`config.mk`:
```
export PLATFORM = sky130hd
export DESIGN_NAME = sso_status_outputs
export DESIGN_NICKNAME = d
export VERILOG_FILES = /design/src/core/sso_pkg.sv /design/src/core/sso_status_outputs.sv /design/src/core/sso_route.sv
export SDC_FILE = /design/constraint.sdc
export NUM_CORES = 1
export LEC_CHECK = 0
export BUFFER_PORTS_ARGS = -buffer_cell sky130_fd_sc_hd__buf_2
export CAP_MARGIN = 20
export CORE_ASPECT_RATIO = 0.5
export CORE_MARGIN = 4
export CORE_UTILIZATION = 35
export DETAILED_ROUTE_END_ITERATION = 10
export GPL_TIMING_DRIVEN = 1
export HOLD_SLACK_MARGIN = 0.02
export PLACE_DENSITY = 0.62
export SLEW_MARGIN = 10
export SYNTH_ARGS = -nofsm -noshare
export SYNTH_HDL_FRONTEND = slang
export SYNTH_SLANG_ARGS = --single-unit
export TNS_END_PERCENT = 30
```
`constraint.sdc`:
```
create_clock -name SYS_CLK -period 3.5 [get_ports SYS_CLK]
set_input_delay 0.7 -clock SYS_CLK [delete_from_list [all_inputs] [get_ports SYS_CLK]]
set_output_delay 0.7 -clock SYS_CLK [all_outputs]
set_load 0.01 [all_outputs]
```
`src/core/sso_pkg.sv`:
```
// shared constants of the servo status output block
package sso_pkg;
    localparam int unsigned ADDR_W = 8;
    localparam int unsigned DATA_W = 32;
    localparam int unsigned SPEED_W = 16;
    localparam int unsigned LEVEL_W = 14;
    // register byte offsets
    localparam logic [7:0] OFS_ROT_LEVEL = 8'h00;
    localparam logic [7:0] OFS_OSEL_FIRST = 8'h04;
    localparam logic [7:0] OFS_OSEL_SECOND = 8'h08;
    localparam logic [7:0] OFS_CODE_SEL = 8'h0C;
    localparam logic [7:0] OFS_STATUS = 8'h10;
    localparam logic [7:0] OFS_IRQ_STAT = 8'h14;
    localparam logic [7:0] OFS_IRQ_MASK = 8'h18;
    localparam logic [7:0] OFS_SPEED_MON = 8'h1C;
    // rotation detection level limits and reset value, rpm
    localparam logic [13:0] ROT_LEVEL_MIN = 14'h0001;
    localparam logic [13:0] ROT_LEVEL_MAX = 14'h2710;
    localparam logic [13:0] ROT_LEVEL_RST = 14'h0014;
    // output selection reset values, one hex digit per signal
    localparam logic [15:0] OSEL_FIRST_RST = 16'h3211;
    localparam logic [15:0] OSEL_SECOND_RST = 16'h0000;
    localparam logic CODE_SEL_RST = 1'b0;
    // digit positions inside the selection words
    localparam int unsigned RUN_SEL_LSB = 8;
    localparam int unsigned RDY_SEL_LSB = 12;
    localparam int unsigned WARN_SEL_LSB = 12;
    localparam int unsigned SEL_W = 4;
    // status register bit positions
    localparam int unsigned ST_RUN = 0;
    localparam int unsigned ST_RDY = 1;
    localparam int unsigned ST_WARN = 2;
    localparam int unsigned ST_CODE_LSB = 4;
    localparam int unsigned ST_TERM_LSB = 8;
    // interrupt event bit positions
    localparam int unsigned EV_RUN = 0;
    localparam int unsigned EV_RDY = 1;
    localparam int unsigned EV_WARN = 2;
    localparam int unsigned EV_W = 3;
    localparam logic [2:0] IRQ_MASK_RST = 3'h0;
    // speed monitor: running flag sits above the speed value
    localparam int unsigned MON_RUN = 16;
    // warning codes, active-high flags before output inversion
    localparam logic [2:0] CODE_NONE = 3'h0;
    localparam logic [2:0] CODE_OVERLOAD = 3'h1;
    localparam logic [2:0] CODE_REGEN = 3'h2;
endpackage : sso_pkg

```
`src/core/sso_status_outputs.sv`:
```
// status indicators, routing and code outputs of a servo amplifier
//
// Overview of operation
// - running active while speed exceeds detection level
// - detection level 1 to 10000 rpm, default 20
// - running also shown on status and monitor
// - first selection routes running and ready, 3211
// - ready needs no alarm and main power on
// - absolute encoder adds sense high, data sent
// - ready means servo-on may now be accepted
// - warning active on overload or regen overload
// - warning route field 0 none, 1..3 pairs
// - terminals shared by indicators are ORed
// - code select 0 alarms only, 1 adds warnings
// - overload first code, regen second, third inactive
`timescale 1ns/1ps
`default_nettype none
module sso_status_outputs
(
    input wire logic SYS_CLK,
    input wire logic RESETN,
    input wire logic CE,
    input wire logic [7:0] ADDR,
    input wire logic [31:0] WDATA,
    input wire logic WR,
    input wire logic RD,
    output logic [31:0] RDATA,
    input wire logic [15:0] MOTOR_SPEED,
    input wire logic ALARM_PRESENT,
    input wire logic [2:0] ALARM_CODE,
    input wire logic MAIN_POWER_ON,
    input wire logic ABS_ENCODER_FITTED,
    input wire logic ABS_DATA_SENT,
    input wire logic ENCODER_SENSE_INPUT,
    input wire logic OVERLOAD_WARN,
    input wire logic REGEN_WARN,
    output logic [2:0] TERM_N,
    output logic [2:0] CODE_N,
    output logic STATUS_DISP_RUNNING,
    output logic SPEED_MON_RUNNING,
    output logic IRQ
);
    ////////////////////////////////////////////////////////////////////
    // configuration registers
    logic [13:0] rot_level_reg;
    logic [15:0] osel_first_reg;
    logic [15:0] osel_second_reg;
    logic code_sel_reg;
    logic [2:0] irq_stat_reg;
    logic [2:0] irq_stat_next;
    logic [2:0] irq_mask_reg;
    logic [13:0] wr_level;
    logic wr_level_ok;

    assign wr_level = WDATA[13:0];
    // out-of-range levels are ignored, the old level stays
    assign wr_level_ok = (WDATA[31:14] == 18'h0)
        && (wr_level >= sso_pkg::ROT_LEVEL_MIN)
        && (wr_level <= sso_pkg::ROT_LEVEL_MAX);

    always_ff @(posedge SYS_CLK)
    begin
        if (!RESETN)
        begin
            rot_level_reg <= sso_pkg::ROT_LEVEL_RST;
        end
        else if (CE && WR && ADDR == sso_pkg::OFS_ROT_LEVEL && wr_level_ok)
        begin
            rot_level_reg <= wr_level;
        end
    end

    always_ff @(posedge SYS_CLK)
    begin
        if (!RESETN)
        begin
            osel_first_reg <= sso_pkg::OSEL_FIRST_RST;
            osel_second_reg <= sso_pkg::OSEL_SECOND_RST;
            code_sel_reg <= sso_pkg::CODE_SEL_RST;
            irq_mask_reg <= sso_pkg::IRQ_MASK_RST;
        end
        else if (CE && WR)
        begin
            case (ADDR)
                sso_pkg::OFS_OSEL_FIRST: osel_first_reg <= WDATA[15:0];
                sso_pkg::OFS_OSEL_SECOND: osel_second_reg <= WDATA[15:0];
                sso_pkg::OFS_CODE_SEL: code_sel_reg <= WDATA[0];
                sso_pkg::OFS_IRQ_MASK: irq_mask_reg <= WDATA[2:0];
                default: ;
            endcase
        end
    end

    ////////////////////////////////////////////////////////////////////
    // encoder sense pin synchroniser
    logic sense_meta_reg;
    logic sense_sync_reg;

    always_ff @(posedge SYS_CLK)
    begin
        if (!RESETN)
        begin
            sense_meta_reg <= 1'b0;
            sense_sync_reg <= 1'b0;
        end
        else if (CE)
        begin
            sense_meta_reg <= ENCODER_SENSE_INPUT;
            sense_sync_reg <= sense_meta_reg;
        end
    end

    ////////////////////////////////////////////////////////////////////
    // indicator flags, active high inside the block
    logic running_reg;
    logic ready_reg;
    logic warn_reg;
    logic above_level;
    logic below_level;
    logic ready_cond;
    logic warn_cond;

    assign above_level = MOTOR_SPEED > {2'h0, rot_level_reg};
    assign below_level = MOTOR_SPEED < {2'h0, rot_level_reg};
    // an absolute encoder also needs the host's sense level and data sent
    assign ready_cond = !ALARM_PRESENT && MAIN_POWER_ON
        && (!ABS_ENCODER_FITTED || (sense_sync_reg && ABS_DATA_SENT));
    assign warn_cond = OVERLOAD_WARN || REGEN_WARN;

    // at exactly the level the flag keeps its last state
    always_ff @(posedge SYS_CLK)
    begin
        if (!RESETN)
        begin
            running_reg <= 1'b0;
        end
        else if (CE)
        begin
            if (above_level)
            begin
                running_reg <= 1'b1;
            end
            else if (below_level)
            begin
                running_reg <= 1'b0;
            end
        end
    end

    // ready tells the host that a servo-on request is now accepted
    always_ff @(posedge SYS_CLK)
    begin
        if (!RESETN)
        begin
            ready_reg <= 1'b0;
        end
        else if (CE)
        begin
            ready_reg <= ready_cond;
        end
    end

    always_ff @(posedge SYS_CLK)
    begin
        if (!RESETN)
        begin
            warn_reg <= 1'b0;
        end
        else if (CE)
        begin
            warn_reg <= warn_cond;
        end
    end

    ////////////////////////////////////////////////////////////////////
    // terminal routing
    logic [2:0] run_hit;
    logic [2:0] rdy_hit;
    logic [2:0] warn_hit;
    logic [2:0] term_flags;
    logic [3:0] run_sel;
    logic [3:0] rdy_sel;
    logic [3:0] warn_sel;

    assign run_sel = osel_first_reg[sso_pkg::RUN_SEL_LSB +: sso_pkg::SEL_W];
    assign rdy_sel = osel_first_reg[sso_pkg::RDY_SEL_LSB +: sso_pkg::SEL_W];
    assign warn_sel =
        osel_second_reg[sso_pkg::WARN_SEL_LSB +: sso_pkg::SEL_W];

    sso_route u_run_route
    (
        .sel(run_sel),
        .flag(running_reg),
        .hit(run_hit)
    );

    sso_route u_rdy_route
    (
        .sel(rdy_sel),
        .flag(ready_reg),
        .hit(rdy_hit)
    );

    sso_route u_warn_route
    (
        .sel(warn_sel),
        .flag(warn_reg),
        .hit(warn_hit)
    );

    assign term_flags = run_hit | rdy_hit | warn_hit;

    always_ff @(posedge SYS_CLK)
    begin
        if (!RESETN)
        begin
            TERM_N <= 3'h7;
        end
        else if (CE)
        begin
            TERM_N <= ~term_flags;
        end
    end

    ////////////////////////////////////////////////////////////////////
    // code outputs
    logic [2:0] code_flags;

    // an alarm code always wins; warnings show only when enabled
    always_comb
    begin
        code_flags = sso_pkg::CODE_NONE;
        if (ALARM_PRESENT)
        begin
            code_flags = ALARM_CODE;
        end
        else if (code_sel_reg && OVERLOAD_WARN)
        begin
            code_flags = sso_pkg::CODE_OVERLOAD;
        end
        else if (code_sel_reg && REGEN_WARN)
        begin
            code_flags = sso_pkg::CODE_REGEN;
        end
    end

    always_ff @(posedge SYS_CLK)
    begin
        if (!RESETN)
        begin
            CODE_N <= 3'h7;
        end
        else if (CE)
        begin
            CODE_N <= ~code_flags;
        end
    end

    ////////////////////////////////////////////////////////////////////
    // status display and speed monitor copies of the running flag
    logic [15:0] speed_mon_reg;

    always_ff @(posedge SYS_CLK)
    begin
        if (!RESETN)
        begin
            STATUS_DISP_RUNNING <= 1'b0;
            SPEED_MON_RUNNING <= 1'b0;
            speed_mon_reg <= 16'h0000;
        end
        else if (CE)
        begin
            STATUS_DISP_RUNNING <= running_reg;
            SPEED_MON_RUNNING <= running_reg;
            speed_mon_reg <= MOTOR_SPEED;
        end
    end

    ////////////////////////////////////////////////////////////////////
    // interrupts: sticky events, write one to clear, set beats clear
    logic running_d_reg;
    logic ready_d_reg;
    logic warn_d_reg;
    logic [2:0] ev;
    logic [2:0] clr;

    always_ff @(posedge SYS_CLK)
    begin
        if (!RESETN)
        begin
            running_d_reg <= 1'b0;
            ready_d_reg <= 1'b0;
            warn_d_reg <= 1'b0;
        end
        else if (CE)
        begin
            running_d_reg <= running_reg;
            ready_d_reg <= ready_reg;
            warn_d_reg <= warn_reg;
        end
    end

    assign ev[sso_pkg::EV_RUN] = running_reg ^ running_d_reg;
    assign ev[sso_pkg::EV_RDY] = ready_reg ^ ready_d_reg;
    assign ev[sso_pkg::EV_WARN] = warn_reg && !warn_d_reg;
    assign clr = (WR && ADDR == sso_pkg::OFS_IRQ_STAT) ? WDATA[2:0] : 3'h0;
    assign irq_stat_next = (irq_stat_reg & ~clr) | ev;

    always_ff @(posedge SYS_CLK)
    begin
        if (!RESETN)
        begin
            irq_stat_reg <= 3'h0;
            IRQ <= 1'b0;
        end
        else if (CE)
        begin
            irq_stat_reg <= irq_stat_next;
            IRQ <= |(irq_stat_next & irq_mask_reg);
        end
    end

    ////////////////////////////////////////////////////////////////////
    // register read, data in the cycle after the strobe only
    logic [31:0] rd_mux;
    logic [31:0] status_word;

    always_comb
    begin
        status_word = 32'h0;
        status_word[sso_pkg::ST_RUN] = running_reg;
        status_word[sso_pkg::ST_RDY] = ready_reg;
        status_word[sso_pkg::ST_WARN] = warn_reg;
        status_word[sso_pkg::ST_CODE_LSB +: 3] = ~CODE_N;
        status_word[sso_pkg::ST_TERM_LSB +: 3] = ~TERM_N;
    end

    always_comb
    begin
        rd_mux = 32'h0;
        case (ADDR)
            sso_pkg::OFS_ROT_LEVEL: rd_mux = {18'h0, rot_level_reg};
            sso_pkg::OFS_OSEL_FIRST: rd_mux = {16'h0, osel_first_reg};
            sso_pkg::OFS_OSEL_SECOND: rd_mux = {16'h0, osel_second_reg};
            sso_pkg::OFS_CODE_SEL: rd_mux = {31'h0, code_sel_reg};
            sso_pkg::OFS_STATUS: rd_mux = status_word;
            sso_pkg::OFS_IRQ_STAT: rd_mux = {29'h0, irq_stat_reg};
            sso_pkg::OFS_IRQ_MASK: rd_mux = {29'h0, irq_mask_reg};
            sso_pkg::OFS_SPEED_MON:
                rd_mux = {15'h0, SPEED_MON_RUNNING, speed_mon_reg};
            default: rd_mux = 32'h0;
        endcase
    end

    always_ff @(posedge SYS_CLK)
    begin
        if (!RESETN)
        begin
            RDATA <= 32'h0;
        end
        else if (CE)
        begin
            RDATA <= RD ? rd_mux : 32'h0;
        end
    end

    ////////////////////////////////////////////////////////////////////
    // assertions
    property p_run_set;
        @(posedge SYS_CLK) disable iff (!RESETN)
        CE && above_level |=> running_reg;
    endproperty
    a_run_set: assert property (p_run_set)
        else $error("running flag missed speed above level");

    property p_run_clr;
        @(posedge SYS_CLK) disable iff (!RESETN)
        CE && below_level ##1 CE |=> TERM_N[1] || run_sel != 4'h2
            || rdy_hit[1] || warn_hit[1] || $past(rdy_hit[1])
            || $past(warn_hit[1]);
    endproperty
    a_run_clr: assert property (p_run_clr)
        else $error("running terminal low with speed below level");

    property p_level_range;
        @(posedge SYS_CLK) disable iff (!RESETN)
        rot_level_reg >= sso_pkg::ROT_LEVEL_MIN
            && rot_level_reg <= sso_pkg::ROT_LEVEL_MAX;
    endproperty
    a_level_range: assert property (p_level_range)
        else $error("rotation level out of range");

    property p_mon_follow;
        @(posedge SYS_CLK) disable iff (!RESETN)
        CE |=> STATUS_DISP_RUNNING == $past(running_reg)
            && SPEED_MON_RUNNING == STATUS_DISP_RUNNING;
    endproperty
    a_mon_follow: assert property (p_mon_follow)
        else $error("status copies differ from running flag");

    property p_ready_block;
        @(posedge SYS_CLK) disable iff (!RESETN)
        CE && (ALARM_PRESENT || !MAIN_POWER_ON) |=> !ready_reg;
    endproperty
    a_ready_block: assert property (p_ready_block)
        else $error("ready with alarm or power off");

    property p_ready_abs;
        @(posedge SYS_CLK) disable iff (!RESETN)
        CE && ABS_ENCODER_FITTED && !ABS_DATA_SENT |=> !ready_reg;
    endproperty
    a_ready_abs: assert property (p_ready_abs)
        else $error("ready before absolute data sent");

    property p_warn;
        @(posedge SYS_CLK) disable iff (!RESETN)
        CE && warn_cond |=> warn_reg;
    endproperty
    a_warn: assert property (p_warn)
        else $error("warning flag missed its condition");

    property p_warn_term;
        @(posedge SYS_CLK) disable iff (!RESETN)
        CE && warn_reg && warn_sel == 4'h3 |=> !TERM_N[2];
    endproperty
    a_warn_term: assert property (p_warn_term)
        else $error("warning not shown on its terminal");

    property p_or_term;
        @(posedge SYS_CLK) disable iff (!RESETN)
        CE && ready_reg && rdy_sel == 4'h1 |=> !TERM_N[0];
    endproperty
    a_or_term: assert property (p_or_term)
        else $error("shared terminal not driven by ready");

    property p_code_alarm_only;
        @(posedge SYS_CLK) disable iff (!RESETN)
        CE && !code_sel_reg && !ALARM_PRESENT |=> CODE_N == 3'h7;
    endproperty
    a_code_alarm_only: assert property (p_code_alarm_only)
        else $error("warning code shown while disabled");

    property p_code_ovl;
        @(posedge SYS_CLK) disable iff (!RESETN)
        CE && code_sel_reg && !ALARM_PRESENT && OVERLOAD_WARN
            |=> CODE_N == 3'h6;
    endproperty
    a_code_ovl: assert property (p_code_ovl)
        else $error("overload code wrong");

    property p_code_regen;
        @(posedge SYS_CLK) disable iff (!RESETN)
        CE && code_sel_reg && !ALARM_PRESENT && !OVERLOAD_WARN
            && REGEN_WARN |=> CODE_N == 3'h5;
    endproperty
    a_code_regen: assert property (p_code_regen)
        else $error("regenerative overload code wrong");
endmodule // sso_status_outputs
`default_nettype wire

```
`src/core/sso_route.sv`:
```
// maps one indicator onto the terminal pairs by its selection digit
`timescale 1ns/1ps
`default_nettype none
module sso_route
(
    input wire logic [3:0] sel,
    input wire logic flag,
    output logic [2:0] hit
);
    // 0 leaves the indicator unassigned, 1..3 pick a terminal pair
    always_comb
    begin
        hit = 3'h0;
        case (sel)
            4'h1: hit = {2'h0, flag};
            4'h2: hit = {1'h0, flag, 1'h0};
            4'h3: hit = {flag, 2'h0};
            default: hit = 3'h0;
        endcase
    end
endmodule // sso_route
`default_nettype wire

```
=== After elaboration in Yosys (flattened, before gate mapping) ===
Index checks and enable logic that the tools add are counted.
W data, S select, Z words.

* Add/subtract/negate cells: 0
* Multipliers: 0
* Div/mod/pow operators: 0
* $lt $le $gt $ge: 4
* Eq/ne operators: 16
* Shifts and indexed selects: 0
* Mux-type cells: 11
* Bitwise operators: 12
* Reduce and logical (&&, ||, !) cells: 26

{| class="wikitable"
|+ Operators with widths
! kind !! number
|-
| $pmux W17 S8 || 1
|-
| $eq A8 B5 Y1 const B || 4
|-
| $mux W32 || 1
|-
| $pmux W3 S3 || 3
|-
| $eq A4 B2 Y1 const B || 6
|-
| $logic_not A18 Y1 || 1
|-
| $eq A8 B4 Y1 const B || 2
|-
| $gt A16 B14 Y1 || 1
|-
| $lt A16 B14 Y1 || 1
|-
| $not A3 Y3 || 5
|-
| $ge A14 B1 Y1 const B || 1
|-
| $le A14 B14 Y1 const B || 1
|-
| $eq A4 B1 Y1 const B || 3
|-
| $logic_and A1 B1 Y1 || 12
|-
| $reduce_and A2 Y1 || 5
|-
| $or A3 B3 Y3 || 3
|-
| $eq A8 B3 Y1 const B || 1
|-
| $logic_not A8 Y1 || 1
|-
| $and A3 B3 Y3 || 2
|-
| $mux W3 || 2
|-
| $mux W2 || 2
|-
| $logic_not A1 Y1 || 3
|-
| $reduce_or A3 Y1 || 1
|-
| $logic_or A1 B1 Y1 || 2
|-
| other kinds (3) || 5
|}

* Register bits after elaboration: 116
* Bits in latches: 0
* RAM bits: 0
* Bits in read-only memories: 0
* Output and inout bits: 41
* Logic and storage cells: 88
* Memories: 0

=== Depth between registers and ports, before layout ===
* Depth after elaboration: 8
* Depth in mapped cells: 9
* Depth with buffers taken out: 7

=== Cells and area by module ===
From an unflattened synthesis, not the netlist that was laid out.

* Cell total of the unflattened synthesis: 600
* Area, all modules: 5074.9 µm²

{| class="wikitable"
|+ By module, submodules not included
! module !! times used !! cells each !! area an instance (µm²) !! seq. area each (µm²)
|-
| sso_status_outputs || 1 || 588 || 4969.8 || 2021.9
|-
| sso_route || 3 || 4 || 35.0 || 0.0
|}

=== Worst setup path after synthesis ===
No wires, ideal clock.

* Path type: input-to-reg
* Start point: input port ADDR[5]
* End point: register osel_second_reg[10]
* Library setup time: 128 ps
* Arrival: 2285 ps
* Slack: 1087 ps
* Stages on the path: 7
* Buffers on the path: 2
* Cell sequence: or4_4 -> nor4_4 -> and2_1 -> buf_4 -> buf_6 -> mux2i_1 -> nor2_1

* Word-level cells in the longest chain between the ends: 2

{| class="wikitable"
|+ RTL lines
! what !! RTL line !! source
|-
| start, declared || sso_status_outputs.sv:23 || <nowiki>input wire logic [7:0] ADDR,</nowiki>
|-
| $eq A8 B4 Y1 || sso_status_outputs.sv:84 || <nowiki>case (ADDR)</nowiki>
|-
| $reduce_and A2 Y1 (no line) || n/a ||
|-
| end signal, assigned || sso_status_outputs.sv:78 || <nowiki>osel_second_reg <= sso_pkg::OSEL_SECOND_RST;</nowiki>
|-
| end signal, assigned || sso_status_outputs.sv:86 || <nowiki>sso_pkg::OFS_OSEL_SECOND: osel_second_reg <= WDATA[15:0];</nowiki>
|-
| end, declared || sso_status_outputs.sv:47 || <nowiki>logic [15:0] osel_second_reg;</nowiki>
|}

No other way between the ends.
A chain may end at the register's enable or synchronous reset.

=== Worst setup path in the final report ===
* Start point: input port ADDR[5]
* End point: register rot_level_reg[2]

* Word-level cells in the longest chain between the ends: 3

{| class="wikitable"
|+ RTL lines
! what !! RTL line !! source
|-
| $logic_not A8 Y1 || sso_status_outputs.sv:67 || <nowiki>else if (CE && WR && ADDR == sso_pkg::OFS_ROT_LEVEL && wr_level_ok)</nowiki>
|-
| $logic_and A1 B1 Y1 (2 in series) || sso_status_outputs.sv:67 ||
|-
| end signal, assigned || sso_status_outputs.sv:65 || <nowiki>rot_level_reg <= sso_pkg::ROT_LEVEL_RST;</nowiki>
|-
| end signal, assigned || sso_status_outputs.sv:69 || <nowiki>rot_level_reg <= wr_level;</nowiki>
|-
| end, declared || sso_status_outputs.sv:45 || <nowiki>logic [13:0] rot_level_reg;</nowiki>
|}

No other way between the ends.

==> metrics <==
Post-DP HPWL 11.03 mm; DRT Pass-1 Iters 5; Crit. Startpoint ADDR[5]; initial antenna violation count 0; Critical Path RT 3.71 ns; worst vdd ir 0.2091 mV; Worst Skew 0.006552 ns; worst-margin pin slew 0.7005 ns; HP Start RDATA[3]$_SDFFE_PN0P_; Post-synth EDFFs 0; Setup crit start kind input port; #FFs+latches synth 101; Initial Utilization 36.25%; post-synth top area cell dfxtp_1; Largest stage delay, worst path 0.60 ns; Post-Syn Area 4980 µm²; # IOs 112; GRT Residual Overflow 0; Sw Share 24.24%; RR Startpoint rot_level_reg[1]$_SDFFE_PN0P_; fin crit share 70.65%; fraction of layout cells with a size suffix above 1 19.91%; clock root buffer clkbuf_16; pwr dens 425.9 nW/µm²; outcome complete, no violations; vias in the first global route 4474; Sw Pwr 0.0006073 W; total core area 13740 µm²; WP buf/inv 1; area grow syn2layout 18.14%; # rows 30; Final setup viols 0; Max Cap Viol 0; Clock Tree Buf Depth 2; IO buf count 96; Slew headroom 53.16%; CP Max Fanout 13; ANT nets after route 0; Seq/Total Area, Yosys 40.60%; total number of vias 4628; clock-pin slew on the worst setup and hold paths 0.07 ns; time the worst path needs with I/O delays and setup 2.473 ns; DIE AREA 16320 µm²; Wirelength per Cell 17.96 µm; DRT iter0 DRCs 446; Async SR Flop Fraction 0%; HP Class flop to flop; number of post-CTS setup repair buffers 0; # hold bufs at CTS 0; RSZ-0062 raised after global routing no; setup TNS 0 ns; Reg power frac 47.4%; drc violations 0; RD Place Congestion 0.8661; top-count cell post-synth dfxtp_1; Post-Syn Instances 573; Post-Place Cells 835; final cell count without fillers 850; Via density 5.445; largest net degree at the start of global routing 54; Num CTS Buffers 9; CP Data Arrival Time 2.68 ns; Top FF cell, synth dfxtp_1; Synth area leaders dfxtp_1, mux2i_1, nand2_1; floorplan die width 176.7 µm; ant diodes 0; Largest delay share family, worst path simple AND/OR/NAND/NOR gates; Setup Crit Path Kind input port to flop; top-area cell type share of the netlist area 40.60%; H-tree levels 3; Biggest register RDATA; Pleak 2.373 nW; commonest cells in the netlist dfxtp_1, nand2_1, nor2_1, mux2i_1, a21oi_1; combinational power share 8.6%; crit-path cells buf_2, or4_4, nor4b_4, nand3_1, nor3_1, o211ai_1; critical path capture point type flop; count of different cell masters after synthesis 55; Final #Nets 739; first-pass GRT wire length 24.07 mm; Slew Limit Fails 0; final hold viol count 0; post-cts resize count 0; Yosys Warn Count 0; TritonCTS sink count 101; All-Layer GR Usage 18.54%; syn_area_per_cell 8.691 µm²; clock power share 44.1%; Slowest-stage cell, CP or4_4; FMAX 404.4 MHz; max FFs per register 17; cell-internal power 0.001898 W; CTS tree done; Clock Latency Late Sink 0.35 ns; Detailed Route WL 15.26 mm; Die H 92.35 µm
[cell usage in the layout, fill, tap and decap left out, types with 4 or more instances in the layout]
cell type    n
and3_1       5
nor2_1      55
inv_1       16
a21oi_1     40
mux2i_1     45
nand2_1     66
a21o_1       7
o211ai_1     7
dfxtp_1    101
nor2b_1      5
ha_1        14
nor4_1       6
nand3_1     15
buf_4       13
a221oi_1     4
clkbuf_16    9
and2_1       5
o31ai_1     12
o21ai_0     16
buf_2       96
conb_1      15
nand4_1     19
o221ai_1     4
a22oi_1     14
a222oi_1     8
a22o_1       7
nand2b_1     5
[through the flow]
stage / setup slack [ns] / instance area, µm² / power (W) / util [%] / hold WS (ns)
finish: 1.027 / 5883 / 0.002506 / 42.82 / 0.4474
global route: 0.8995 / 5883 / 0.002582 / 42.82 / 0.4703
CTS: 1.033 / 5883 / 0.002516 / 42.82 / 0.4500
detailed placement: 0.6721 / 5562 / 0.001427 / 40.48 / 0.4333
global placement: 0.6723 / 5562 / 0.001423 / 40.48 / 0.4313
floorplan: 1.087 / 5032 / 0.001337 / - / 0.4338
[worst reg2reg max path: cells and delay by family (launching register included)]
kind                       cells  cell delay (ns)
and+or+nand+nor                1             0.14
adders and majority gates      1             0.28
AOI/OAI and AO/OA              4             0.84
DFF                            1             0.38
buffers and inverters          1             0.06
[logic make-up after synthesis]
family | share of synthesized area, %
AO/OA/AOI/OAI | 18.42
XOR/XNOR | 0.3518
adder cells (fa/ha/maj) | 3.518
buffers and inverters | 7.085
flip-flops | 40.60
multiplexers | 9.497
other | 0.07530
AND/OR/NAND/NOR | 20.45
[cell type report]
cell class                 instances  area, µm²
fill                            1401       7855
multi-input combinational        416       2658
sequential                       101       2022
timing repair buffer             109      578.1
tap                              192      240.2
clock buffer                      10      239.0
clock inverter                     5      82.58
inverter                          17      63.81
[power by group through the flow]
stage	combinational, W	sequential, W	clock [W]
after floorplan	0.000129	0.00121	0
after global placement	0.000211	0.00121	0
after detailed placement	0.000214	0.00121	0
after CTS	0.000215	0.00119	0.00112
after global routing	0.000239	0.00119	0.00115
final	0.000215	0.00119	0.00110
[worst paths after layout]
path	cells past startpoint	to	slack [ns]
hold / removal	1	RDATA[3]$_SDFFE_PN0P_	0.45
setup reg to reg	7	running_reg$_SDFFE_PN0P_	1.68
hold reg to reg	1	RDATA[3]$_SDFFE_PN0P_	0.45
setup / recovery	6	rot_level_reg[2]$_SDFFE_PN1P_	1.03
[routing by layer]
metal | GRT usage, % | vias up | routed length [µm]
met4 | 4.311 | 0 | 247
met5 | 0 | - | 0
met3 | 4.405 | 18 | 1006
met1 | 24.96 | 2234 | 6903
li1 | - | 2214 | -
met2 | 30.32 | 162 | 7107
(Power assumes the default switching activity.)
